<file path="config.mk">
export PLATFORM = sky130hd
export DESIGN_NAME = fbwp_top
export DESIGN_NICKNAME = d
export VERILOG_FILES = /design/src/hw/fbwp_pkg.sv /design/src/hw/fbwp_sync2.sv /design/src/hw/fbwp_range_dec.sv /design/src/hw/fbwp_top.sv
export SDC_FILE = /design/constraint.sdc
export NUM_CORES = 1
export LEC_CHECK = 0
export ABC_AREA = 1
export BUFFER_PORTS_ARGS = -buffer_cell sky130_fd_sc_hd__buf_2
export CAP_MARGIN = 20
export CELL_PAD_IN_SITES_DETAIL_PLACEMENT = 0
export CELL_PAD_IN_SITES_GLOBAL_PLACEMENT = 1
export CORE_ASPECT_RATIO = 1.4
export CORE_MARGIN = 5
export CORE_UTILIZATION = 37
export CTS_CLUSTER_SIZE = 12
export DETAILED_ROUTE_END_ITERATION = 8
export PLACE_DENSITY = 0.82
export SETUP_SLACK_MARGIN = 0.15
export SYNTH_ARGS = -nofsm -noshare
export SYNTH_HDL_FRONTEND = slang
export SYNTH_SLANG_ARGS = --single-unit
</file>
<file path="constraint.sdc">
create_clock -name pclk -period 1.8 [get_ports pclk]
set_input_delay 0.36 -clock pclk [delete_from_list [all_inputs] [get_ports pclk]]
set_output_delay 0.36 -clock pclk [all_outputs]
set_load 0.02 [all_outputs]
</file>
<file path="src/hw/fbwp_pkg.sv">
// Shared constants, types and decode helpers for the flash block write-protect logic.
package fbwp_pkg;

  localparam int unsigned ADDR_W = 24;
  localparam int unsigned BLK_LSB = 16;
  localparam int unsigned BLK_W = 3;

  // Register byte offsets on the APB port.
  localparam logic [7:0] REG_STATUS = 8'h00;
  localparam logic [7:0] REG_COMMAND = 8'h04;
  localparam logic [7:0] REG_WDATA = 8'h08;
  localparam logic [7:0] REG_ADDR = 8'h0c;
  localparam logic [7:0] REG_RESULT = 8'h10;
  localparam logic [7:0] REG_QUAD = 8'h14;
  localparam logic [7:0] REG_PROTECT = 8'h18;

  // Status register field positions.
  localparam int unsigned SR_BUSY_BIT = 0;
  localparam int unsigned SR_WEL_BIT = 1;
  localparam int unsigned SR_BP_LSB = 2;
  localparam int unsigned SR_QE_BIT = 6;
  localparam int unsigned SR_STATUS_WRITE_DISABLE_BIT = 7;

  // Result register bit positions.
  localparam int unsigned RES_OK = 0;
  localparam int unsigned RES_NOWEL = 1;
  localparam int unsigned RES_PROT = 2;
  localparam int unsigned RES_LOCK = 3;

  typedef enum logic [2:0] {
    DEN_4M = 3'h0, DEN_2M = 3'h1, DEN_1M = 3'h2, DEN_512K = 3'h3, DEN_256K = 3'h4
  } fbwp_density_t;

  typedef enum logic [3:0] {
    CMD_NONE = 4'h0, CMD_WREN = 4'h1, CMD_WRDI = 4'h2, CMD_WSTAT = 4'h3, CMD_PROG = 4'h4,
    CMD_ERASE4K = 4'h5, CMD_ERASE32K = 4'h6, CMD_ERASE64K = 4'h7, CMD_CHIP = 4'h8
  } fbwp_cmd_t;

  typedef enum logic [2:0] {
    SZ_PAGE = 3'h0, SZ_4K = 3'h1, SZ_32K = 3'h2, SZ_64K = 3'h3, SZ_CHIP = 3'h4
  } fbwp_size_t;

  typedef enum logic [2:0] {ST_IDLE = 3'h1, ST_CHECK = 3'h2, ST_ISSUE = 3'h4} fbwp_state_t;

  typedef struct packed {
    logic any;
    logic [BLK_W-1:0] hi;
    logic [BLK_W-1:0] lo;
  } fbwp_range_t;

  // Number of 64 KB blocks in the array; the two smallest parts count as one.
  function automatic logic [3:0] fbwp_nblk(input fbwp_density_t d);
    case (d)
      DEN_4M: return 4'h8;
      DEN_2M: return 4'h4;
      DEN_1M: return 4'h2;
      default: return 4'h1;
    endcase
  endfunction : fbwp_nblk

endpackage : fbwp_pkg

</file>
<file path="src/hw/fbwp_sync2.sv">
// Two-stage synchroniser for asynchronous pin levels.
`timescale 1ns/1ps
module fbwp_sync2 import fbwp_pkg::*; #(
  parameter int unsigned W = 2
) (
  input wire logic pclk,
  input wire logic presetn,
  input wire logic [W-1:0] din,
  output logic [W-1:0] dout
);

  logic [W-1:0] meta_ff;
  logic [W-1:0] sync_ff;

  always_ff @(posedge pclk or negedge presetn) begin
    if (!presetn) begin
      meta_ff <= '1;
      sync_ff <= '1;
    end else begin
      meta_ff <= din;
      sync_ff <= meta_ff;
    end
  end

  assign dout = sync_ff;

endmodule : fbwp_sync2

</file>
<file path="src/hw/fbwp_range_dec.sv">
// Decoder from the block-protect code to the protected block range.
`timescale 1ns/1ps
module fbwp_range_dec import fbwp_pkg::*; #(
  parameter fbwp_density_t DENSITY = DEN_4M,
  parameter bit ALT_MAP = 1'b0
) (
  input wire logic [3:0] bp,
  output fbwp_range_t rng
);

  function automatic fbwp_range_t mk(input logic [3:0] nblk, input logic top, input logic [3:0] cnt);
    fbwp_range_t r;
    logic [3:0] t;
    t = top ? 4'(nblk - cnt) : 4'h0;
    r.any = (cnt != 4'h0);
    r.lo = t[BLK_W-1:0];
    r.hi = top ? 3'(nblk - 4'h1) : 3'(cnt - 4'h1);
    return r;
  endfunction : mk

  logic top;
  logic [3:0] cnt;
  logic [3:0] nblk;

  always_comb begin
    nblk = fbwp_nblk(DENSITY);
    top = 1'b1;
    cnt = nblk;
    if (bp == 4'h0) begin
      cnt = 4'h0;
    end else if (DENSITY == DEN_4M && !ALT_MAP) begin
      case (bp)
        4'h1: cnt = 4'h1;
        4'h2: cnt = 4'h2;
        4'h3: cnt = 4'h4;
        4'h4: cnt = 4'h6;
        4'h5: cnt = 4'h7;
        4'h9: begin top = 1'b0; cnt = 4'h1; end
        4'ha: begin top = 1'b0; cnt = 4'h2; end
        4'hb: begin top = 1'b0; cnt = 4'h4; end
        4'hc: begin top = 1'b0; cnt = 4'h6; end
        4'hd: begin top = 1'b0; cnt = 4'h7; end
        default: cnt = nblk;
      endcase
    end else if (DENSITY == DEN_4M) begin
      case (bp)
        4'h1: cnt = 4'h1;
        4'h2: cnt = 4'h2;
        4'h3: cnt = 4'h4;
        4'h4: cnt = 4'h6;
        4'h5: cnt = 4'h7;
        4'ha: begin top = 1'b0; cnt = 4'h7; end
        4'hb: begin top = 1'b0; cnt = 4'h6; end
        4'hc: begin top = 1'b0; cnt = 4'h4; end
        4'hd: begin top = 1'b0; cnt = 4'h2; end
        4'he: begin top = 1'b0; cnt = 4'h1; end
        4'hf: cnt = 4'h0;
        default: cnt = nblk;
      endcase
    end else if (DENSITY == DEN_2M) begin
      case (bp)
        4'h1: cnt = 4'h1;
        4'h2: cnt = 4'h2;
        4'h3: cnt = 4'h3;
        4'h9: begin top = ALT_MAP; cnt = ALT_MAP ? nblk : 4'h1; end
        4'ha: begin top = ALT_MAP; cnt = ALT_MAP ? nblk : 4'h2; end
        4'hb: begin top = ALT_MAP; cnt = ALT_MAP ? nblk : 4'h3; end
        4'hc: begin top = !ALT_MAP; cnt = ALT_MAP ? 4'h3 : nblk; end
        4'hd: begin top = !ALT_MAP; cnt = ALT_MAP ? 4'h2 : nblk; end
        4'he: begin top = !ALT_MAP; cnt = ALT_MAP ? 4'h1 : nblk; end
        4'hf: cnt = ALT_MAP ? 4'h0 : nblk;
        default: cnt = nblk;
      endcase
    end else if (DENSITY == DEN_1M) begin
      case (bp)
        4'h1: cnt = 4'h1;
        4'h9: begin top = ALT_MAP; cnt = ALT_MAP ? nblk : 4'h1; end
        4'he: begin top = !ALT_MAP; cnt = ALT_MAP ? 4'h1 : nblk; end
        4'hf: cnt = ALT_MAP ? 4'h0 : nblk;
        default: cnt = nblk;
      endcase
    end else begin
      cnt = (ALT_MAP && bp == 4'hf) ? 4'h0 : nblk;
    end
    rng = mk(nblk, top, cnt);
  end

endmodule : fbwp_range_dec

</file>
<file path="src/hw/fbwp_top.sv">
// Block write-protect and status-register lock logic behind an APB register port.
`timescale 1ns/1ps
module fbwp_top import fbwp_pkg::*; #(
  parameter fbwp_density_t DENSITY = DEN_4M,
  parameter bit ALT_MAP = 1'b0,
  parameter bit OPT_C = 1'b0
) (
  input wire logic pclk,
  input wire logic presetn,
  input wire logic psel,
  input wire logic penable,
  input wire logic pwrite,
  input wire logic [7:0] paddr,
  input wire logic [31:0] pwdata,
  output logic [31:0] prdata,
  output logic pready,
  output logic pslverr,
  input wire logic io2_in,
  input wire logic io3_in,
  output logic quad_data_line_two,
  output logic io2_oe_n,
  output logic quad_data_line_three,
  output logic io3_oe_n,
  output logic hold_active,
  output logic op_start,
  output fbwp_cmd_t op_cmd,
  output fbwp_size_t op_size,
  output logic [ADDR_W-1:0] op_addr
);

  ////////////////////////////////////////////////////////////////////////////////////////////////
  // Elaboration checks.

  if (OPT_C && DENSITY != DEN_1M) begin : g_bad_optc
    $error("The 32 KB erase variant exists only at 1 Mb density.");
  end

  ////////////////////////////////////////////////////////////////////////////////////////////////
  // State.

  typedef struct packed {
    fbwp_state_t state;
    logic write_enable_latch;
    logic [3:0] bp;
    logic quad_enable;
    logic status_write_disable;
    fbwp_cmd_t cmd;
    logic [7:0] wdata;
    logic [ADDR_W-1:0] addr;
    logic [3:0] result;
    logic hit;
    logic [1:0] qdrive;
    logic qdrive_en;
    logic [31:0] prdata;
    logic pready;
    logic pslverr;
    logic io2_oe_n;
    logic io3_oe_n;
    logic hold;
    logic op_start;
    fbwp_cmd_t op_cmd;
    fbwp_size_t op_size;
    logic [ADDR_W-1:0] op_addr;
  } fbwp_st_t;

  fbwp_st_t st_ff;
  fbwp_st_t nxt_st;
  fbwp_range_t rng;
  logic [1:0] pin_sync;
  logic wp_level;
  logic needs_wel;
  logic [BLK_W-1:0] blk;
  logic apb_wr;

  fbwp_sync2 #(.W(2)) u_sync (
    .pclk(pclk),
    .presetn(presetn),
    .din({io3_in, io2_in}),
    .dout(pin_sync)
  );

  fbwp_range_dec #(.DENSITY(DENSITY), .ALT_MAP(ALT_MAP)) u_dec (
    .bp(st_ff.bp),
    .rng(rng)
  );

  function automatic logic mapped(input logic [7:0] a);
    return a == REG_STATUS || a == REG_COMMAND || a == REG_WDATA || a == REG_ADDR ||
           a == REG_RESULT || a == REG_QUAD || a == REG_PROTECT;
  endfunction : mapped

  function automatic logic is_write_op(input fbwp_cmd_t c);
    return c == CMD_WSTAT || c == CMD_PROG || c == CMD_ERASE4K || c == CMD_ERASE32K ||
           c == CMD_ERASE64K || c == CMD_CHIP;
  endfunction : is_write_op

  ////////////////////////////////////////////////////////////////////////////////////////////////
  // Next-state logic.

  // With quad-enable set the pin no longer protects, so the status bits act as if it were high.
  assign wp_level = st_ff.quad_enable ? 1'b1 : pin_sync[0];
  assign needs_wel = is_write_op(st_ff.cmd);
  assign blk = st_ff.addr[BLK_LSB +: BLK_W] & 3'(fbwp_nblk(DENSITY) - 4'h1);
  assign apb_wr = psel && penable && pwrite && st_ff.pready && !st_ff.pslverr;

  always_comb begin
    nxt_st = st_ff;
    nxt_st.op_start = 1'b0;
    nxt_st.pready = psel && !penable;
    nxt_st.pslverr = psel && !penable && !mapped(paddr);
    nxt_st.hold = !st_ff.quad_enable && !pin_sync[1];
    nxt_st.io2_oe_n = !(st_ff.quad_enable && st_ff.qdrive_en);
    nxt_st.io3_oe_n = !(st_ff.quad_enable && st_ff.qdrive_en);
    if (psel && !penable) begin
      nxt_st.prdata = 32'h0;
      case (paddr)
        REG_STATUS: begin
          nxt_st.prdata[SR_BUSY_BIT] = st_ff.state != ST_IDLE;
          nxt_st.prdata[SR_WEL_BIT] = st_ff.write_enable_latch;
          nxt_st.prdata[SR_BP_LSB +: 4] = st_ff.bp;
          nxt_st.prdata[SR_QE_BIT] = st_ff.quad_enable;
          nxt_st.prdata[SR_STATUS_WRITE_DISABLE_BIT] = st_ff.status_write_disable;
        end
        REG_COMMAND: nxt_st.prdata[3:0] = st_ff.cmd;
        REG_WDATA: nxt_st.prdata[7:0] = st_ff.wdata;
        REG_ADDR: nxt_st.prdata[ADDR_W-1:0] = st_ff.addr;
        REG_RESULT: nxt_st.prdata[3:0] = st_ff.result;
        REG_QUAD: nxt_st.prdata[4:0] = {pin_sync, st_ff.qdrive_en, st_ff.qdrive};
        REG_PROTECT: nxt_st.prdata[6:0] = rng;
        default: nxt_st.prdata = 32'h0;
      endcase
    end
    if (apb_wr) begin
      case (paddr)
        REG_COMMAND: begin
          // A command written while one is still being checked is dropped.
          if (st_ff.state == ST_IDLE) begin
            nxt_st.cmd = fbwp_cmd_t'(pwdata[3:0]);
            nxt_st.state = ST_CHECK;
          end
        end
        REG_WDATA: nxt_st.wdata = pwdata[7:0];
        REG_ADDR: nxt_st.addr = pwdata[ADDR_W-1:0];
        REG_QUAD: begin
          nxt_st.qdrive = pwdata[1:0];
          nxt_st.qdrive_en = pwdata[2];
        end
        default: nxt_st.qdrive = st_ff.qdrive;
      endcase
    end
    case (st_ff.state)
      ST_IDLE: nxt_st.hit = 1'b0;
      ST_CHECK: begin
        nxt_st.state = ST_IDLE;
        nxt_st.result = 4'h0;
        if (st_ff.cmd == CMD_WREN) begin
          nxt_st.write_enable_latch = 1'b1;
          nxt_st.result[RES_OK] = 1'b1;
        end else if (st_ff.cmd == CMD_WRDI) begin
          nxt_st.write_enable_latch = 1'b0;
          nxt_st.result[RES_OK] = 1'b1;
        end else if (needs_wel && !st_ff.write_enable_latch) begin
          nxt_st.result[RES_NOWEL] = 1'b1;
        end else if (st_ff.cmd == CMD_WSTAT) begin
          if (st_ff.status_write_disable && !wp_level) begin
            nxt_st.result[RES_LOCK] = 1'b1;
          end else begin
            nxt_st.bp = st_ff.wdata[SR_BP_LSB +: 4];
            nxt_st.quad_enable = st_ff.wdata[SR_QE_BIT];
            nxt_st.status_write_disable = st_ff.wdata[SR_STATUS_WRITE_DISABLE_BIT];
            nxt_st.write_enable_latch = 1'b0;
            nxt_st.result[RES_OK] = 1'b1;
          end
        end else if (needs_wel) begin
          // Chip erase touches every block, so any protection at all blocks it.
          nxt_st.hit = (st_ff.cmd == CMD_CHIP) ? rng.any :
                       (rng.any && blk >= rng.lo && blk <= rng.hi);
          nxt_st.state = ST_ISSUE;
        end
      end
      ST_ISSUE: begin
        nxt_st.state = ST_IDLE;
        if (st_ff.hit) begin
          nxt_st.result[RES_PROT] = 1'b1;
        end else begin
          nxt_st.result[RES_OK] = 1'b1;
          nxt_st.write_enable_latch = 1'b0;
          nxt_st.op_start = 1'b1;
          nxt_st.op_cmd = st_ff.cmd;
          nxt_st.op_addr = st_ff.addr;
          case (st_ff.cmd)
            CMD_PROG: nxt_st.op_size = SZ_PAGE;
            CMD_ERASE4K: nxt_st.op_size = SZ_4K;
            CMD_ERASE32K: nxt_st.op_size = SZ_32K;
            CMD_ERASE64K: nxt_st.op_size = OPT_C ? SZ_32K : SZ_64K;
            default: nxt_st.op_size = SZ_CHIP;
          endcase
        end
      end
      default: nxt_st.state = ST_IDLE;
    endcase
  end

  ////////////////////////////////////////////////////////////////////////////////////////////////
  // Registers and outputs.

  always_ff @(posedge pclk or negedge presetn) begin
    if (!presetn) begin
      st_ff <= '{state: ST_IDLE, cmd: CMD_NONE, op_cmd: CMD_NONE, op_size: SZ_PAGE,
                 io2_oe_n: 1'b1, io3_oe_n: 1'b1, default: '0};
    end else begin
      st_ff <= nxt_st;
    end
  end

  assign prdata = st_ff.prdata;
  assign pready = st_ff.pready;
  assign pslverr = st_ff.pslverr;
  assign quad_data_line_two = st_ff.qdrive[0];
  assign quad_data_line_three = st_ff.qdrive[1];
  assign io2_oe_n = st_ff.io2_oe_n;
  assign io3_oe_n = st_ff.io3_oe_n;
  assign hold_active = st_ff.hold;
  assign op_start = st_ff.op_start;
  assign op_cmd = st_ff.op_cmd;
  assign op_size = st_ff.op_size;
  assign op_addr = st_ff.op_addr;
endmodule : fbwp_top

</file>
# Yosys cells after proc, flatten, opt, wreduce, memory -nomap -nowiden
# Index checks and enable logic that the tools add are counted.
# word_totals
latch_bits,0
regBits,118
output_inout_bits,71
ramBits,0
input_bits,47
rom_bits,0
memories,0
# classes
muxes,52
reduce_logical,53
bitwise,5
add_sub_neg,2
eq_ne,40
div_mod_pow,0
multipliers,0
n_shift,0
n_lt_le_gt_ge,2
# ops
cell,count
two-way mux 32 bit,2
one-hot mux 4 bit (7 select lines),1
two-way mux 1 bit,25
"equality test 4 x 3 -> 1 bit, second input constant",6
"equality test 4 bit, second input constant",6
"equality test 8 x 5 -> 1 bit, second input constant",3
two-way mux 3 bit,8
one-hot mux 4 bit (5 select lines),1
"inequality test 2 bit, second input constant",9
"equality test 4 x 2 -> 1 bit, second input constant",4
"equality test 8 x 4 -> 1 bit, second input constant",2
two-way mux 16 bit,1
two-way mux 7 bit,2
AND reduction 2 bit,7
logical AND 1 bit,12
"inequality test 4 bit, second input constant",3
one-hot mux 3 bit (4 select lines),1
AND reduction 6 bit,2
logical OR 1 bit,11
two-way mux 10 bit,1
OR reduction 2 bit,5
"equality test 4 x 1 -> 1 bit, second input constant",2
"equality test 8 x 3 -> 1 bit, second input constant",1
logical NOT 1 bit,8
23 further kinds,31

# Depth between registers and ports, before layout
# Gate-level depths: netlist (run 1).
# depth
depth_word,16
ltp_mapped,18

# Modules after synthesis
# A second synthesis (run 1) with hierarchy kept.
# unflattened
hier_cells,677
area_unflattened_um2,5803.1
# modules_own_cells
module,area_per_inst_um2,cells_each,instances
fbwp_top,5544.1,641,1
fbwp_range_dec,153.9,32,1
fbwp_sync2,105.1,4,1

# Least setup slack after synthesis (run 1)
# OpenSTA, ideal clock, no wires.
# synth_timing
kind,reg2reg
from,reg st_ff[116] (netlist name)
to,reg st_ff[72] (netlist name)
arrival_ps,1840
stages_incl_launch_ff,18
slack_ps,-105
synth_period_minus_slack_ps,1905
cell_sequence,dfrtp_1 > inv_1 > nand2_1 > ha_1 > inv_1 > nand3_1 > nand2_1 > nor2_1 > ha_1 > a21oi_1 > nand2_1 > nand2_1 > nand2_1 > nand2_1 > nand2_1 > nor2_1 > nand2_1 > nand2_1
# synth_via
elab_chain_len,16
# synth_rtl
item,line_no,rtl
"start, declared",fbwp_top.sv:66,fbwp_st_t st_ff;
"start signal, assigned",fbwp_top.sv:209,"st_ff <= '{state: ST_IDLE, cmd: CMD_NONE, op_cmd: CMD_NONE, op_size: SZ_PAGE,"
"start signal, assigned",fbwp_top.sv:212,st_ff <= nxt_st;
equality test 4 x 3 -> 1 bit (tied with other cells),fbwp_range_dec.sv:32,case (bp)
OR reduction 2 bit (no source line),--,
one-hot mux 4 bit (5 select lines),fbwp_range_dec.sv:32,
two-way mux 4 bit,fbwp_range_dec.sv:29,if (bp == 4'h0) begin
subtractor 1 x 3 -> 3 bit,fbwp_range_dec.sv:14,t = top ? 4'(nblk - cnt) : 4'h0;
two-way mux 3 bit,fbwp_range_dec.sv:14,
greater-or-equal comparator 3 bit,fbwp_top.sv:177,(rng.any && blk >= rng.lo && blk <= rng.hi);
logical AND 1 bit (2 in series),fbwp_top.sv:177,
two-way mux 1 bit (*),fbwp_top.sv:176,nxt_st.hit = (st_ff.cmd == CMD_CHIP) ? rng.any :
two-way mux 1 bit (*),fbwp_top.sv:174,end else if (needs_wel) begin
two-way mux 1 bit (*),fbwp_top.sv:164,end else if (st_ff.cmd == CMD_WSTAT) begin
two-way mux 2 bit (*),fbwp_top.sv:162,end else if (needs_wel && !st_ff.write_enable_latch) begin
two-way mux 1 bit (*),fbwp_top.sv:159,end else if (st_ff.cmd == CMD_WRDI) begin
two-way mux 1 bit (*),fbwp_top.sv:156,if (st_ff.cmd == CMD_WREN) begin
one-hot mux 1 bit (2 select lines) (*),fbwp_top.sv:151,case (st_ff.state)
# Every way passes the cells marked *; elsewhere a longest branch is shown, timed or not. The select of a mux whose other input is x is not followed.
# A chain may end at the register's enable or synchronous reset.

# Worst setup path after layout (run 1)
# Ends and elaborated chain as after synthesis.

==> impl_metrics.json, run 1 <==
{
  "coreArea_um2": 15500,
  "critPathLaunchType": "register",
  "fp.dieW_um": 115,
  "cts_buffers": 17,
  "peakVddDrop_mv": 0.478,
  "p_leak_nw": 3.64,
  "io_buffer_count": 101,
  "period_share": 1.10,
  "post_drt_via_cell_ratio": 4.58,
  "dr.pass1.iters": 4,
  "power_density_nw_per_um2": 943,
  "insertedDiodeCount": 0,
  "drive_gt1_frac": 0.268,
  "worstSetupPathType": "reg2reg",
  "final_nets": 814,
  "synthDistinctLibCells": 31,
  "stdcell_area_um2": 6990,
  "cp_data_required_time_ns": 2.10,
  "cp_num_buf_inv": 2,
  "first_global_vias": 4413,
  "place_hpwl_um": 10000,
  "layout_common_cells": "190 x nand2_1, 112 x dfrtp_1, 100 x buf_2, 77 x inv_1, 52 x o21ai_0",
  "finalHoldViolCount": 0,
  "status": "finished with violations",
  "cts.sink_count": 118,
  "critPathSlowestCell": "dfrtp_1",
  "yosysWarnings": 0,
  "cts_tree": "done",
  "final_core_utilization": 0.452,
  "drc": 0,
  "path_cells": "inv_2, nand2_1, ha_4, inv_2, nand3_4, nand2_4, nor2_4, ha_4, nand3b_1, nand2_1, nand2_1, nand2_1, nand2_1, nand2_1, nor2_1, nand2_1, nand2_1",
  "grt_overflow": 0,
  "io_pins": 118,
  "finalPower_w": 0.00659,
  "drv_slew": 0,
  "wire_per_inst_um": 14.3,
  "syn_to_final_growth_pct": 21.3,
  "vias": 4437,
  "initial_utilization": 0.372,
  "worstHoldPathType": "in2reg",
  "critPathArrivalTime_ns": 2.29,
  "die_height_um": 158,
  "place_congestion": 0.854,
  "yosysTopAreaCellShare": 0.486,
  "root_buffer": "clkbuf_16",
  "synth_edf_count": 0,
  "die_area_um2": 18200,
  "syn_inst": 686,
  "fmax_mhz": 503,
  "max_cap_violations": 0,
  "tns_ns": -0.269,
  "critPathMaxFanout": 3,
  "synth.area.top_cells": "dfrtp_1 49%, nand2_1 13%, buf_4 8.3%",
  "layout_commonest_cell": "nand2_1",
  "yosysSeqAreaShare": 0.514,
  "slowest_delay_ns": 0.42,
  "synth_top_area_cell": "dfrtp_1",
  "critPathCaptureType": "register",
  "synthFlopType": "dfrtp_1",
  "drt_first_iter_violations": 263,
  "violations": "setup timing",
  "cts.path.max_buffers": 2,
  "h-tree-depth": 4,
  "skew_ns": 0.00962,
  "timing.final.ws_setup_ns": -0.186,
  "grt_max_degree": 56,
  "rows": 54,
  "avgSynthCellArea_um2": 8.40,
  "critPathTopFamily": "simple AND/OR/NAND/NOR gates",
  "syn-cell-area_um2": 5760,
  "fillers": 1546,
  "antenna_left": 0,
  "rsz0062_at_grt": "yes",
  "crit_path_frequent_cell": "nand2_1",
  "hold_ws_ns": 0.0428,
  "dpl_cell_area_um2": 6180,
  "grt_pass1_wl_um": 22500,
  "clk_pin_slew_ns": 0.06,
  "ys_ff_latch": 118,
  "synthArstFlopShare": 1.00,
  "grt_use_total": 0.159,
  "antenna_found_initial": 0,
  "wirelength_um": 13800,
  "fin_crit_ns": 1.99,
  "clock_latency_ns": 0.42,
  "finalSetupViolCount": 2
}
## worst paths after layout
path	endpoint	from	cells past startpoint	slack (ns)
min in group asynchronous	st_ff[83]$_DFFE_PN0P_	presetn	2	0.42
max in group asynchronous	st_ff[97]$_DFFE_PN0P_	presetn	3	0.75
hold / removal	u_sync.meta_ff[1]$_DFF_PN1_	io3_in	1	0.04
setup / recovery	st_ff[72]$_DFFE_PN0P_	st_ff[116]$_DFFE_PN0P_	17	-0.19
hold reg to reg	u_sync.dout[0]$_DFF_PN1_	u_sync.meta_ff[0]$_DFF_PN1_	0	0.36
setup reg to reg	st_ff[72]$_DFFE_PN0P_	st_ff[116]$_DFFE_PN0P_	17	-0.19
## routing by layer
layer  global-route usage  share of wire  vias to the layer above
li1                     -              -                     2254
met1                0.196           0.43                     2050
met4               0.0682          0.022                        0
met2                0.269           0.50                      113
met5                    0              0                        -
met3               0.0340          0.052                       20
## cell usage after synthesis (5+ instances only)
library cell  number
dfstp_2            6
o31ai_1           15
nor2_1            35
dfrtp_1          112
buf_4             64
nand2_1          197
a21oi_1            6
o21ai_0           53
inv_1             79
nor2_2             5
ha_1               7
clkbuf_1           7
nand3_1           40
buf_6              5
buf_2              7
o21ai_1           20
## kinds of logic after synthesis
family,synth area share
buffers and inverters,0.157
AO/OA/AOI/OAI,0.0986
AND/OR/NAND/NOR,0.215
flip-flops,0.514
other,0.000651
adder cells (fa/ha/maj),0.0152
## layout make-up
class                      count  area (µm²)  area share
sequential                   118        2960       0.424
multi-input combinational    411        2040       0.291
tap                          196         245      0.0351
clock inverter                15         215      0.0308
inverter                      81         304      0.0435
clock buffer                  17         425      0.0609
timing repair buffer         131         801       0.115
## where the power goes
part	leakage (nW)	switching [W]	internal [W]	total, W
logic	1.71	0.000163	0.0000675	0.000231
registers	1.62	0.00000831	0.00267	0.00268
clock network	0.311	0.00132	0.00236	0.00368
## metrics by stage
stage / setup slack (ns) / instances
floorplan: -0.0770 / 693
global placement: -0.186 / 932
detailed placement: -0.257 / 932
CTS: -0.241 / 969
global route: -0.358 / 969
finish: -0.186 / 969
## what timing repair did
item,CTS,global route
endpoints found under the hold margin,22,0
setup endpoints to repair,1,7
buffers inserted,4,0
hold buffers,1,0
pin swaps,4,11
resized for setup,3,26
## sequential cells by signal, summed over array words and instances (netlist names), 2 cells and up
| name | count |
|---|---|
| st_ff | 49 |
| blk | 3 |
| op_cmd | 4 |
| prdata | 24 |
| op_size | 3 |
| u_sync.meta_ff | 2 |
| u_sync.dout | 2 |
| op_addr | 24 |
Note: power is estimated with default switching activity, not from simulation.
==> inputs of run 2 (changes only) <==
- BUFFER_PORTS_ARGS: -buffer_cell sky130_fd_sc_hd__buf_2 -> default
- CORE_UTILIZATION: 37 -> 42
- DONT_BUFFER_PORTS: default -> 1
- PLACE_DENSITY: 0.82 -> 0.8
==> run 2 against run 1 <==
Effect of this change:
- the run ends with hold timing, setup timing left
- clock-buffer cell count stayed put
- global-route usage is 1.5 points higher
- non-clock buffer count is 103 lower
- utilization is 2.1 points higher
- sequential cell count stayed put
- cell area is 9.0% lower
- clock skew is 0.0033 ns lower
- via count is 7.1% lower
- register-to-register slack worse by 0.03 ns
- sequential share of layout area is 4.2 points higher
==> impl_metrics.json, run 2 (synthesis results as in run 1) <==
{
  "syn_to_final_growth_pct": 10.4,
  "wirelength_um": 13500,
  "power_density_nw_per_um2": 955,
  "coreArea_um2": 13500,
  "io_buffer_count": 0,
  "period_share": 1.12,
  "fp.dieW_um": 109,
  "final_nets": 711,
  "path_cells": "inv_2, nand2_2, nand3_2, ha_4, inv_2, nand3_4, nand2_4, buf_4, buf_4, buf_4, buf_4, buf_4, o21ai_2, nand3_1, nand2_1, nand2_1",
  "cts.sink_count": 118,
  "hold_ws_ns": -0.354,
  "place_inst": 810,
  "peakVddDrop_mv": 0.592,
  "root_buffer": "clkbuf_16",
  "register_area_um2": 2960,
  "critPathSlowestCell": "dfrtp_1",
  "grt_max_degree": 119,
  "cts_buffers": 17,
  "fmax_mhz": 495,
  "clock_latency_ns": 0.41,
  "post_drt_via_cell_ratio": 4.84,
  "die_area_um2": 16200,
  "status": "finished with violations",
  "multiInputGateArea_um2": 2040,
  "crit_path_frequent_cell": "buf_4",
  "place_congestion": 0.870,
  "io_pins": 118,
  "critPathMaxFanout": 3,
  "critPathCaptureType": "register",
  "clk_pin_slew_ns": 0.06,
  "cts_tree": "done",
  "first_global_vias": 4115,
  "critPathLaunchType": "register",
  "grt_use_total": 0.174,
  "p_leak_nw": 3.09,
  "critPathTopFamily": "buffers and inverters",
  "cp_data_required_time_ns": 2.10,
  "die_height_um": 149,
  "worstSetupPathType": "reg2reg",
  "rows": 50,
  "insertedDiodeCount": 0,
  "timing.final.ws_setup_ns": -0.220,
  "grt_pass1_wl_um": 21600,
  "wire_per_inst_um": 15.8,
  "rsz0062_at_grt": "yes",
  "layoutNonFillerInstCount": 852,
  "skew_ns": 0.00629,
  "vias": 4122,
  "h-tree-depth": 4,
  "slowest_delay_ns": 0.43,
  "pre_cts_ws_ns": -0.275,
  "largest_reg_flops": 49,
  "place_hpwl_um": 9780,
  "fin_crit_ns": 2.02,
  "drive_gt1_frac": 0.157,
  "initial_utilization": 0.428,
  "critPathArrivalTime_ns": 2.32,
  "antenna_found_initial": 0,
  "cts_hold_buf": 2,
  "finalSetupViolCount": 2,
  "fillers": 1340,
  "max_cap_violations": 0,
  "layout_commonest_cell": "nand2_1",
  "tns_ns": -0.410,
  "drt_first_iter_violations": 315,
  "worstHoldPathType": "in2async",
  "top_register": "st_ff",
  "dr.pass1.iters": 5,
  "cp_num_buf_inv": 7,
  "drv_slew": 0,
  "grt_overflow": 0,
  "layout_common_cells": "190 x nand2_1, 112 x dfrtp_1, 77 x inv_1, 51 x o21ai_0, 35 x nand3_1",
  "antenna_left": 0,
  "final_core_utilization": 0.473,
  "violations": "hold timing, setup timing",
  "finalHoldViolCount": 118,
  "drc": 0,
  "cts.path.max_buffers": 2
}
-- run 2: changes by cell type in the layout (fill, tap and decap cells not counted), moves of 2 or more --
| cell | change |
|---|---|
| inv_6 | -8 |
| clkinv_2 | +4 |
| clkinvlp_4 | +2 |
| buf_2 | -100 |
| clkinv_4 | +3 |
| buf_6 | -4 |
| bufinv_16 | -2 |
| buf_4 | +2 |
| buf_12 | -2 |
-- run 2: final cells by class --
cell class	count	share of cell area
Timing Repair Buffer	28	0.0378
Clock buffer	17	0.0669
Inverter	81	0.0478
Tap cell	182	0.0358
Sequential cell	118	0.465
Multi-Input combinational cell	411	0.321
Clock inverter	15	0.0248
-- run 2: path summary, 6_finish.rpt --
check | slack, ns | cells after the start | start | end
max reg2reg | -0.22 | 16 | st_ff[116]$_DFFE_PN0P_ | prdata[5]$_DFFE_PN0P_
max in group asynchronous | 1.94 | 0 | presetn | st_ff[120]$_DFFE_PN1P_
min reg2reg | 0.36 | 0 | u_sync.meta_ff[0]$_DFF_PN1_ | u_sync.dout[0]$_DFF_PN1_
min | -0.35 | 0 | presetn | op_addr[11]$_DFFE_PN0P_
max | -0.22 | 16 | st_ff[116]$_DFFE_PN0P_ | prdata[5]$_DFFE_PN0P_
min in group pclk | 0.08 | 2 | pwdata[9] | st_ff[86]$_DFFE_PN0P_
-- run 2: power breakdown --
group | total, W | switching [W] | internal [W]
clock network | 0.00327 | 0.00123 | 0.00204
registers | 0.00269 | 0.0000165 | 0.00267
logic | 0.000113 | 0.0000822 | 0.0000311
-- run 2: per-layer routing --
layer,vias up,part of all wire,global-route usage
met4,0,0.030,0.0695
met5,-,0,0
li1,2045,-,-
met1,1933,0.41,0.217
met3,22,0.061,0.0564
met2,122,0.50,0.278
-- run 2: timing repair --
action / CTS / global route
resized for setup: 5 / 21
endpoints found under the hold margin: 120 / 118
pin swaps: 10 / 12
buffers inserted: 6 / 2
setup endpoints to repair: 1 / 5
-- run 2: metrics by stage --
stage | cell area, µm² | power (W)
6_report | 6360 | 0.00607
5_1_grt | 6360 | 0.00631
4_1_cts | 6240 | 0.00616
3_5_place_dp | 5580 | 0.00285
3_3_place_gp | 5580 | 0.00284
2_1_floorplan | 5790 | 0.00283
